[config.mk]
export PLATFORM = sky130hd
export DESIGN_NAME = twe_eeprom_slave
export DESIGN_NICKNAME = d
export VERILOG_FILES = /design/src/common/twe_pkg.sv /design/src/core/twe_eeprom_slave.sv
export SDC_FILE = /design/constraint.sdc
export NUM_CORES = 1
export LEC_CHECK = 0
export ABC_AREA = 0
export BUFFER_PORTS_ARGS = -buffer_cell sky130_fd_sc_hd__buf_2
export CAP_MARGIN = 20
export CORE_AREA = 4 4 316 318
export CTS_BUF_LIST = sky130_fd_sc_hd__clkbuf_4 sky130_fd_sc_hd__clkbuf_8
export CTS_CLUSTER_DIAMETER = 150
export DETAILED_ROUTE_END_ITERATION = 10
export DIE_AREA = 0 0 320 322
export GPL_TIMING_DRIVEN = 0
export PLACE_DENSITY_LB_ADDON = 0.25
export SETUP_SLACK_MARGIN = 0.02
export SKIP_LAST_GASP = 1
export SLEW_MARGIN = 20
export SYNTH_ARGS = -nofsm -noshare
export SYNTH_HDL_FRONTEND = slang
export SYNTH_SLANG_ARGS = --single-unit
export TNS_END_PERCENT = 10
[constraint.sdc]
create_clock -name sys_clk -period 3.1 [get_ports sys_clk]
set_input_delay 0.465 -clock sys_clk [delete_from_list [all_inputs] [get_ports sys_clk]]
set_output_delay 0.465 -clock sys_clk [all_outputs]
set_load 0.005 [all_outputs]
[src/common/twe_pkg.sv]
// constants and types shared by the two-wire memory slave
package twe_pkg;

  // system clock rate and the self-timed programming window
  localparam int unsigned CLK_HZ = 100_000_000;
  localparam int unsigned PROG_TIME_MS = 5;
  localparam int unsigned PROG_CYCLES = PROG_TIME_MS * (CLK_HZ / 1000);

  // device type identifier: value is arbitrary
  localparam logic [3:0] TYPE_ID = 4'h5;

  // slave address byte layout
  localparam int unsigned DIR_BIT = 0;
  localparam int unsigned STRAP_LSB = 1;
  localparam int unsigned STRAP_MSB = 3;
  localparam int unsigned ID_LSB = 4;
  localparam int unsigned ID_MSB = 7;

  // memory organisation
  localparam int unsigned BYTE_W = 8;
  localparam int unsigned ADDR_W = 7;
  localparam int unsigned MEM_DEPTH = 128;
  localparam int unsigned PAGE_W = 2;
  localparam int unsigned PAGE_BYTES = 4;
  localparam int unsigned BASE_W = ADDR_W - PAGE_W;
  localparam int unsigned STRAP_W = 3;

  // address reset value and last bit count
  localparam logic [ADDR_W-1:0] ADDR_RST = 7'h00;
  localparam logic [2:0] BIT_LAST = 3'h7;

  // pins captured by the synchroniser
  typedef struct packed {
    logic scl;
    logic sda;
    logic wi;
    logic [STRAP_W-1:0] straps;
  } twe_pins_type;

  typedef enum {
    TWE_IDLE,
    TWE_DEVADDR,
    TWE_DEVACK,
    TWE_WORDADDR,
    TWE_WORDACK,
    TWE_WDATA,
    TWE_WDATAACK,
    TWE_RDATA,
    TWE_RACK,
    TWE_WAITSTOP
  } twe_state_type;

endpackage

[src/core/twe_eeprom_slave.sv]
// two-wire serial slave front end of a 128-byte nonvolatile memory
`timescale 1ns/1ps
`default_nettype none

module twe_eeprom_slave
  import twe_pkg::*;
#(
  parameter int unsigned PROG_CYCLES_P = PROG_CYCLES
) (
  input wire logic sys_clk,
  input wire logic srst,
  input wire logic scl_in,
  input wire logic sda_in,
  input wire logic [STRAP_W-1:0] slave_select_straps,
  input wire logic write_inhibit_input,
  output logic sda_out,
  output logic sda_oe,
  output logic prog_busy
);

  localparam int unsigned CNT_W = $clog2(PROG_CYCLES_P + 1);
  localparam logic [CNT_W-1:0] CNT_LAST = CNT_W'(PROG_CYCLES_P - 1);

  twe_pins_type pins_raw;
  twe_pins_type sync1_q;
  twe_pins_type sync2_q;
  twe_pins_type prev_q;
  twe_state_type state_q;
  logic [BYTE_W-1:0] mem [MEM_DEPTH];
  logic [BYTE_W-1:0] page_buf_q [PAGE_BYTES];
  logic [PAGE_BYTES-1:0] page_valid_q;
  logic [BASE_W-1:0] page_base_q;
  logic [BYTE_W-1:0] shift_q;
  logic [BYTE_W-1:0] tx_q;
  logic [BYTE_W-1:0] rx_byte;
  logic [BYTE_W-1:0] mem_rd;
  logic [ADDR_W-1:0] addr_q;
  logic [2:0] bit_cnt_q;
  logic [CNT_W-1:0] prog_cnt_q;
  logic busy_q;
  logic read_q;
  logic ack_phase_q;
  logic master_ack_q;
  logic sda_oe_q;
  logic sda_out_q;
  logic scl_rise;
  logic scl_fall;
  logic start_ev;
  logic stop_ev;
  logic byte_done;
  logic addr_match;
  logic in_ack;
  logic ack_leave;
  logic load_tx;
  logic prog_done;
  logic prog_start;

  assign pins_raw = {scl_in, sda_in, write_inhibit_input,
                     slave_select_straps};

  // two-stage synchroniser; only the second stage feeds logic
  always_ff @(posedge sys_clk) begin
    if (srst) begin
      sync1_q <= '1;
      sync2_q <= '1;
    end else begin
      sync1_q <= pins_raw;
      sync2_q <= sync1_q;
    end
  end

  // previous sample for edge detection
  always_ff @(posedge sys_clk) begin
    if (srst) begin
      prev_q <= '1;
    end else begin
      prev_q <= sync2_q;
    end
  end

  assign scl_rise = sync2_q.scl & ~prev_q.scl;
  assign scl_fall = ~sync2_q.scl & prev_q.scl;
  assign start_ev = sync2_q.scl & prev_q.scl & prev_q.sda &
                    ~sync2_q.sda;
  assign stop_ev = sync2_q.scl & prev_q.scl & ~prev_q.sda & sync2_q.sda;

  assign rx_byte = {shift_q[BYTE_W-2:0], sync2_q.sda};
  assign byte_done = scl_rise & (bit_cnt_q == BIT_LAST);
  assign addr_match = (rx_byte[ID_MSB:ID_LSB] == TYPE_ID) &&
                      (rx_byte[STRAP_MSB:STRAP_LSB] == sync2_q.straps);
  assign in_ack = (state_q == TWE_DEVACK) || (state_q == TWE_WORDACK) ||
                  (state_q == TWE_WDATAACK);
  assign ack_leave = in_ack & scl_fall & ack_phase_q;
  assign load_tx = ((state_q == TWE_DEVACK) & ack_leave & read_q) ||
                   ((state_q == TWE_RACK) & scl_fall & master_ack_q);
  assign mem_rd = mem[addr_q];
  assign prog_done = busy_q & (prog_cnt_q == CNT_LAST);
  assign prog_start = ~busy_q & stop_ev & (|page_valid_q) &
                      ((state_q == TWE_WDATA) || (state_q == TWE_WDATAACK)) &
                      ~sync2_q.wi;

  // bus sequencer
  always_ff @(posedge sys_clk) begin
    if (srst) begin
      state_q <= TWE_IDLE;
      read_q <= 1'b0;
    end else if (busy_q) begin
      state_q <= TWE_IDLE;
    end else if (stop_ev) begin
      state_q <= TWE_IDLE;
    end else if (start_ev) begin
      state_q <= TWE_DEVADDR;
    end else begin
      unique case (state_q)
        TWE_IDLE: begin
          state_q <= TWE_IDLE;
        end
        TWE_DEVADDR: begin
          if (byte_done) begin
            if (addr_match) begin
              state_q <= TWE_DEVACK;
              read_q <= rx_byte[DIR_BIT];
            end else begin
              state_q <= TWE_IDLE;
            end
          end
        end
        TWE_DEVACK: begin
          if (ack_leave) begin
            state_q <= read_q ? TWE_RDATA : TWE_WORDADDR;
          end
        end
        TWE_WORDADDR: begin
          if (byte_done) begin
            state_q <= TWE_WORDACK;
          end
        end
        TWE_WORDACK: begin
          if (ack_leave) begin
            state_q <= TWE_WDATA;
          end
        end
        TWE_WDATA: begin
          if (byte_done) begin
            state_q <= TWE_WDATAACK;
          end
        end
        TWE_WDATAACK: begin
          if (ack_leave) begin
            state_q <= TWE_WDATA;
          end
        end
        TWE_RDATA: begin
          if (scl_fall && (bit_cnt_q == 3'h0)) begin
            state_q <= TWE_RACK;
          end
        end
        TWE_RACK: begin
          if (scl_fall) begin
            state_q <= master_ack_q ? TWE_RDATA : TWE_WAITSTOP;
          end
        end
        TWE_WAITSTOP: begin
          state_q <= TWE_WAITSTOP;
        end
      endcase
    end
  end

  // bit counter and receive shifter, sampled on clock rise
  always_ff @(posedge sys_clk) begin
    if (srst || busy_q || start_ev || stop_ev) begin
      bit_cnt_q <= 3'h0;
      shift_q <= 8'h00;
    end else if (scl_rise) begin
      if ((state_q == TWE_DEVADDR) || (state_q == TWE_WORDADDR) ||
          (state_q == TWE_WDATA) || (state_q == TWE_RDATA)) begin
        shift_q <= rx_byte;
        bit_cnt_q <= bit_cnt_q + 3'h1;
      end
    end
  end

  // ninth-clock phase: first fall drives, second fall releases or, after a read address, sends the first data bit
  always_ff @(posedge sys_clk) begin
    if (srst || busy_q || start_ev || stop_ev) begin
      ack_phase_q <= 1'b0;
    end else if (in_ack && scl_fall) begin
      ack_phase_q <= ~ack_phase_q;
    end
  end

  // master acknowledge after a read byte
  always_ff @(posedge sys_clk) begin
    if (srst || start_ev || stop_ev) begin
      master_ack_q <= 1'b0;
    end else if ((state_q == TWE_RACK) && scl_rise) begin
      master_ack_q <= ~sync2_q.sda;
    end
  end

  // open-drain data drive, changed on clock fall and cleared on start, stop or busy
  always_ff @(posedge sys_clk) begin
    if (srst || busy_q || start_ev || stop_ev) begin
      sda_oe_q <= 1'b0;
    end else if (scl_fall) begin
      if (in_ack) begin
        if (!ack_phase_q) begin
          sda_oe_q <= 1'b1;
        end else if ((state_q == TWE_DEVACK) && read_q) begin
          sda_oe_q <= ~mem_rd[BYTE_W-1];
        end else begin
          sda_oe_q <= 1'b0;
        end
      end else if (state_q == TWE_RDATA) begin
        if (bit_cnt_q == 3'h0) begin
          sda_oe_q <= 1'b0;
        end else begin
          sda_oe_q <= ~tx_q[BIT_LAST - bit_cnt_q];
        end
      end else if (state_q == TWE_RACK) begin
        sda_oe_q <= master_ack_q & ~mem_rd[BYTE_W-1];
      end else begin
        sda_oe_q <= 1'b0;
      end
    end
  end

  // the pin is only ever pulled low; the clock pin is never driven
  always_ff @(posedge sys_clk) begin
    if (srst) begin
      sda_out_q <= 1'b0;
    end else begin
      sda_out_q <= 1'b0;
    end
  end

  // transmit byte latched as its first bit goes out
  always_ff @(posedge sys_clk) begin
    if (srst) begin
      tx_q <= 8'h00;
    end else if (load_tx) begin
      tx_q <= mem_rd;
    end
  end

  // address counter
  always_ff @(posedge sys_clk) begin
    if (srst) begin
      addr_q <= ADDR_RST;
    end else if (!busy_q) begin
      if (load_tx) begin
        addr_q <= addr_q + 7'h01;
      end else if ((state_q == TWE_WORDADDR) && byte_done && !start_ev) begin
        addr_q <= rx_byte[ADDR_W-1:0];
      end else if ((state_q == TWE_WDATA) && byte_done && !start_ev) begin
        addr_q[PAGE_W-1:0] <= addr_q[PAGE_W-1:0] + 2'h1;
      end
    end
  end

  // page buffer collects data bytes until the stop
  always_ff @(posedge sys_clk) begin
    if (srst) begin
      page_valid_q <= '0;
      page_base_q <= '0;
      for (int i = 0; i < PAGE_BYTES; i++) begin
        page_buf_q[i] <= 8'h00;
      end
    end else if (prog_done) begin
      page_valid_q <= '0;
    end else if (!busy_q) begin
      if (start_ev || (stop_ev && !prog_start)) begin
        page_valid_q <= '0;
      end else if ((state_q == TWE_WDATA) && byte_done) begin
        page_buf_q[addr_q[PAGE_W-1:0]] <= rx_byte;
        page_valid_q[addr_q[PAGE_W-1:0]] <= 1'b1;
        page_base_q <= addr_q[ADDR_W-1:PAGE_W];
      end
    end
  end

  // self-timed programming cycle
  always_ff @(posedge sys_clk) begin
    if (srst) begin
      busy_q <= 1'b0;
      prog_cnt_q <= '0;
    end else if (busy_q) begin
      if (prog_done) begin
        busy_q <= 1'b0;
      end else begin
        prog_cnt_q <= prog_cnt_q + 1'b1;
      end
    end else if (prog_start) begin
      busy_q <= 1'b1;
      prog_cnt_q <= '0;
    end
  end

  // commit buffered bytes to the array at the end of programming
  always_ff @(posedge sys_clk) begin
    if (prog_done) begin
      for (int i = 0; i < PAGE_BYTES; i++) begin
        if (page_valid_q[i]) begin
          mem[{page_base_q, PAGE_W'(i)}] <= page_buf_q[i];
        end
      end
    end
  end

  assign sda_oe = sda_oe_q;
  assign sda_out = sda_out_q;
  assign prog_busy = busy_q;

endmodule // twe_eeprom_slave

`default_nettype wire

Word-level counts from Yosys, hierarchy flattened
Memories as Yosys holds them, arrays and structs flattened.
Cells that the tools add are included.
W data, S select, Z words.
- word-level logic and storage cells: 209
- memories: 2
- memory bits (writable): 1056
- memory bits (read-only): 0
- register bits: 104
- latch bits: 0
- memory list (memory ; depth ; width ; read ports ; clocked after Yosys merged registers in ; wr ports ; RTL line ; RTL):
    mem ; 128 ; 8 ; 1 ; 0 ; 4 ; twe_eeprom_slave.sv:29 ; logic [BYTE_W-1:0] mem [MEM_DEPTH];
    page_buf_q ; 4 ; 8 ; 4 ; 0 ; 4 ; twe_eeprom_slave.sv:30 ; logic [BYTE_W-1:0] page_buf_q [PAGE_BYTES];
- eq/ne operators: 36
- $lt $le $gt $ge: 3
- multipliers: 0
- mux-type cells: 57
- add/sub/neg operators: 5
- shift operators: 0
- divide/modulo/power cells: 0
- reduce and logical (&&, ||, !) cells: 47
- bitwise gates (word level): 34
- operators with widths (operator ; number):
    $pmux W32 S9 ; 1
    $mux W32 ; 7
    $eq A32 B3 Y1 const B ; 6
    $eq A32 B4 Y1 const B ; 6
    $eq A32 B2 Y1 const B ; 3
    $mux W19 ; 3
    $mux W1 ; 33
    $eq A32 B1 Y1 const B ; 1
    $eq A32 B5 Y1 const B ; 1
    $logic_not A32 Y1 ; 1
    $and A1 B1 Y1 ; 20
    $add A19 B1 Y19 const B ; 1
    $eq A19 B19 Y1 const B ; 1
    $ne A3 B3 Y1 const B ; 6
    $ne A2 B2 Y1 const B ; 7
    $reduce_and A7 Y1 ; 2
    $logic_or A1 B1 Y1 ; 13
    $not A1 Y1 ; 13
    $mux W4 ; 3
    $logic_and A1 B1 Y1 ; 11
    $reduce_and A2 Y1 ; 5
    $mux W2 ; 4
    $mux W8 ; 1
    $reduce_or A4 Y1 ; 2
    27 further kinds ; 31

Longest topological paths before layout
- depth in word-level cells: 17
- gate-level depth with buffers: 12
- mapped depth without buffers: 8

Least setup slack after synthesis
Ideal clock, no wire load.
- kind: register to register
- start: reg addr_q[0]
- end: mem page_buf_q[2][0] (enable)
- buffers on the path: 6
- path slack: 0.426 ns
- library setup time: 0.398 ns
- arrival: 2.276 ns
- stages on the path, launching flop included: 8
- period minus slack after synthesis: 2.674 ns
- cell sequence: dfxtp_1 -> buf_6 -> buf_6 -> buf_6 -> buf_6 -> buf_6 -> buf_4 -> o41ai_1
- RTL lines (what ; RTL line ; RTL):
    start, declared ; twe_eeprom_slave.sv:37 ; logic [ADDR_W-1:0] addr_q;
    start signal, assigned ; twe_eeprom_slave.sv:253 ; addr_q <= addr_q + 7'h01;
    start signal, assigned ; twe_eeprom_slave.sv:255 ; addr_q <= rx_byte[ADDR_W-1:0];
    start signal, assigned by index ; twe_eeprom_slave.sv:257 ; addr_q[PAGE_W-1:0] <= addr_q[PAGE_W-1:0] + 2'h1;
    end, declared ; twe_eeprom_slave.sv:30 ;

Worst setup path in the final report
- start: reg addr_q[3]
- end: reg tx_q[6]
- word-level cells in the longest chain between the ends: 1
- ends and longest elaborated chain (what ; RTL line ; RTL):
    $mem_v2 Z128 W8 ; - ;
    end signal, assigned ; twe_eeprom_slave.sv:243 ; tx_q <= mem_rd;
    end, declared ; twe_eeprom_slave.sv:34 ; logic [BYTE_W-1:0] tx_q;
Every way passes these cells.
A chain may end at the register's enable or synchronous reset.

==> metrics.md <==
| Metric | Value |
|---|---|
| Antenna violations before repair | `13` |
| Total power after layout | `30.3 mW` |
| Clock-pin slew on the worst setup and hold paths | `around 0.060 ns` |
| Leakage Power | `approximately 17 nW` |
| Count of yosys warnings during synthesis | `0` |
| Most area-hungry cell type in the Yosys netlist | `edfxtp_1` |
| Result of the run | `finished, violations left` |
| WL/cell | `40.1 µm` |
| Sum of buffers and inverters on the critical path | `4` |
| Unrepaired setup endpoints after global routing | `yes` |
| Worst Tran Pin Value | `1.12 ns` |
| CP required | `about 4 ns` |
| Count of port buffers added during placement | `9` |
| Startpoint-to-endpoint class of the critical path | `flop to flop` |
| Register area share after synthesis | `73.5%` |
| Floorplan Core Area | `a little under 100000 µm²` |
| Maximum number of pins on one net before global-route repair | `17` |
| Die width | `320 µm` |
| Per-instance average area after synthesis | `around 19 µm²` |
| Worst voltage drop across the vdd grid | `0.387 mV` |
| Peak fanout along the critical path | `10` |
| H-Tree Level Count | `4` |
| Commonest non-fill, non-tap cells in the layout | `edfxtp_1, mux4_2, clkbuf_8` |
| Max incr delay on CP | `0.48 ns` |
| Initial Util | `46.8%` |
| TritonCTS Sinks | `1132` |
| Setup clock skew after layout | `0.0469 ns` |
| Clock root buffer | `clkbuf_8` |
| Critical Path Slowest Stage Cell | `buf_4` |
| Boundary pin count | `11` |
| Worst-case register-to-register setup slack | `-0.16 ns` |
| Worst hold path class | `primary input to flop` |
| Area of the multi-input gates | `about 12000 µm²` |
| Setup slack of the critical path after layout | `-0.161 ns` |
| Failing checks | `negative setup slack` |
| Leading cell types by total area after synthesis | `edfxtp_1, mux4_2, dfxtp_1` |
| Launching element type of the critical path | `flop` |
| Family with the most delay on the worst path | `buffers and inverters` |
| Flop and latch count out of synthesis | `1132` |
| Number of distinct standard cells referenced by the synthesized netlist | `73` |
| Final nets | `2748` |
| First-pass DRT Iterations | `6` |
| Fraction of final layout cells sized beyond drive strength 1 | `32.4%` |
| Crit share post-route | `105%` |
| Routed via count divided by cell count | `around 6.6` |
| Max-slew violation count | `0` |
| Sequential cell area in the final layout | `around 33000 µm²` |
| Number of nets produced by synthesis | `2438` |
| Total congestion overflow | `0` |
| Most numerous cell on the critical path | `buf_4` |
| Hold violation total from the final report | `0` |
| Layout-stage area growth over the synthesis result | `19.0%` |
| Maximum root-to-sink buffer count | `3` |
| Data arrival time at the worst-slack endpoint | `around 4.1 ns` |
| Critical path cell sequence | `inv_1 -> buf_4 -> buf_4 -> buf_4 -> nor2_1 -> nor2_1 -> o22ai_1 -> nor4_2 -> a22o_1` |
| Async set or reset register ratio after synthesis | `0%` |
| Power density of the placed cells | `563 nW/µm²` |
| Number of instances in the synthesized netlist | `2422` |
| Number of vias after detailed routing | `27.6k` |
| Drt drc | `0` |
| Share of the core filled with cells | `between 50 and 60%` |
| Relative slew margins | `25.5%` |
| Number of violations reported at the end of detailed-routing iteration 0 | `about 4.3k` |
| Worst-Skew Late Latency | `0.90 ns` |
| Filler cell count | `7295` |
| Total half-perimeter wirelength after legalization and detailed placement | `117000 µm` |
| Count of standard-cell rows | `114` |
| Wire length of the first global-routing pass | `226000 µm` |
| Top FF cell, synth | `edfxtp_1` |
| Die span in y | `around 320 µm` |
| Maximum clock rate | `0.307 GHz` |
| Number of synthesized flops with an enable pin | `about 1.1k` |
| Die ar. | `103000 µm²` |
| Minimum clock period | `3.26 ns` |
| Routability Congestion | `1.00` |
| Count of nets left with antenna violations after detail routing | `0` |
| Most common cell after layout, fill and taps aside | `edfxtp_1` |
| Total global-route track usage | `32.5%` |
| TritonCTS clock tree | `done` |
| Vias in the first global route | `27.3k` |
| Number of buffers created by CTS | `~180` |
| Worst setup EP type | `flop` |
| Total routed wirelength | `167000 µm` |
| Final setup violation count | `22` |
| Area of the mapped netlist | `45200 µm²` |
| Area share of the leading cell type in the synthesized netlist | `70.1%` |
| Maxcap violations | `0` |
registers in the layout, summed over array words and instances (netlist names), 3 cells and up:
register / count
page_buf_q: 32
bit_cnt_q: 3
page_base_q: 5
tx_q: 8
sync2_q: 5
addr_q: 7
state_q: 4
prog_cnt_q: 19
page_valid_q: 4
sync1_q: 6
shift_q: 7
mem: 1024
metrics by stage:
stage	instances	hold slack (ns)	setup TNS (ns)	instance area (µm²)	setup WS (ns)
final	4167	0.311	-2.32	53800	-0.161
after detailed placement	3793	0.401	-1045.54	48400	-1.34
after global routing	4166	0.278	-2.38	53800	-0.107
after floorplan	2422	0.389	0	45200	0.426
after CTS	4163	0.253	-0.476	53700	-0.0894
after global placement	3707	0.402	-986.88	46900	-1.44
synthesized netlist by cell type (22+ instances only):
cell      instances
nor2_1          204
mux4_2          204
and2_1           43
mux2i_1         135
mux4_1           22
buf_6            23
edfxtp_1       1056
a22oi_1          26
o21ai_0          24
nand2_1         101
clkbuf_1         48
dfxtp_1          76
nor2b_1          22
a21oi_1          48
a221oi_1         23
buf_2            29
final cells by class:
type	count	share of cell area [%]
diodes	4	0.0186
plain buffers	144	2.57
clock buffers	243	5.53
clock inverters	97	1.32
inverters	15	0.109
multi-input cells	1131	22.4
flip-flops and latches	1132	61.8
well taps	1276	2.97
repair buffers	125	3.31
path summary, 6_finish.rpt:
kind / start / endpoint / cells after the start
setup reg to reg: addr_q[3]$_SDFFE_PP0P_ / tx_q[6]$_SDFFE_PP0N_ / 9
hold / removal: slave_select_straps[2] / sync1_q[2]$_SDFF_PP1_ / 3
hold reg to reg: sync1_q[0]$_SDFF_PP1_ / sync2_q[0]$_SDFF_PP1_ / 1
setup / recovery: addr_q[3]$_SDFFE_PP0P_ / tx_q[6]$_SDFFE_PP0N_ / 9
report_power, final:
group	total (mW)	switching, mW	leakage (nW)	internal [mW]
registers	16.7	0.0798	10.2	16.6
logic	0.471	0.324	4.41	0.146
clock network	13.1	6.27	1.96	6.86
total	30.3	6.67	16.6	23.6
what timing repair did:
action                     in CTS  in global routing
buffers inserted               23                  0
hold buffers                    7                  0
setup endpoints to repair    1052                 52
gates cloned                    0                  0
resized for setup             387                 31
pin swaps                      19                  4
hold endpoints to repair        7                  0
tightest hold or removal path, cell delays in order:
cell           delay, ns
dlygate4sd3_1       0.51
buf_2               0.09
or2_2               0.08
cells by family (layout without fill, tap and decap cells):
kind of cell / count (synthesis) / after routing / synth area share (%)
buffers and inverters: 159 / 624 / 2.22
adders and majority gates: 8 / 8 / 0.221
other: 1 / 5 / 0.00829
AOI/OAI and AO/OA: 238 / 238 / 3.75
and+or+nand+nor: 493 / 493 / 5.19
xor gates and xnor gates: 9 / 9 / 0.174
DFF: 1132 / 1132 / 73.5
muxes: 382 / 382 / 14.9
per-layer routing:
layer / vias to the layer above / track usage [%] / wire, µm
met1: 14200 / 42.9 / 60200
met5: - / 0 / 25
met4: 4 / 17.9 / 10700
li1: 10500 / - / -
met2: 2338 / 48.7 / 74300
met3: 498 / 9.75 / 21900
(Power assumes the default switching activity.)
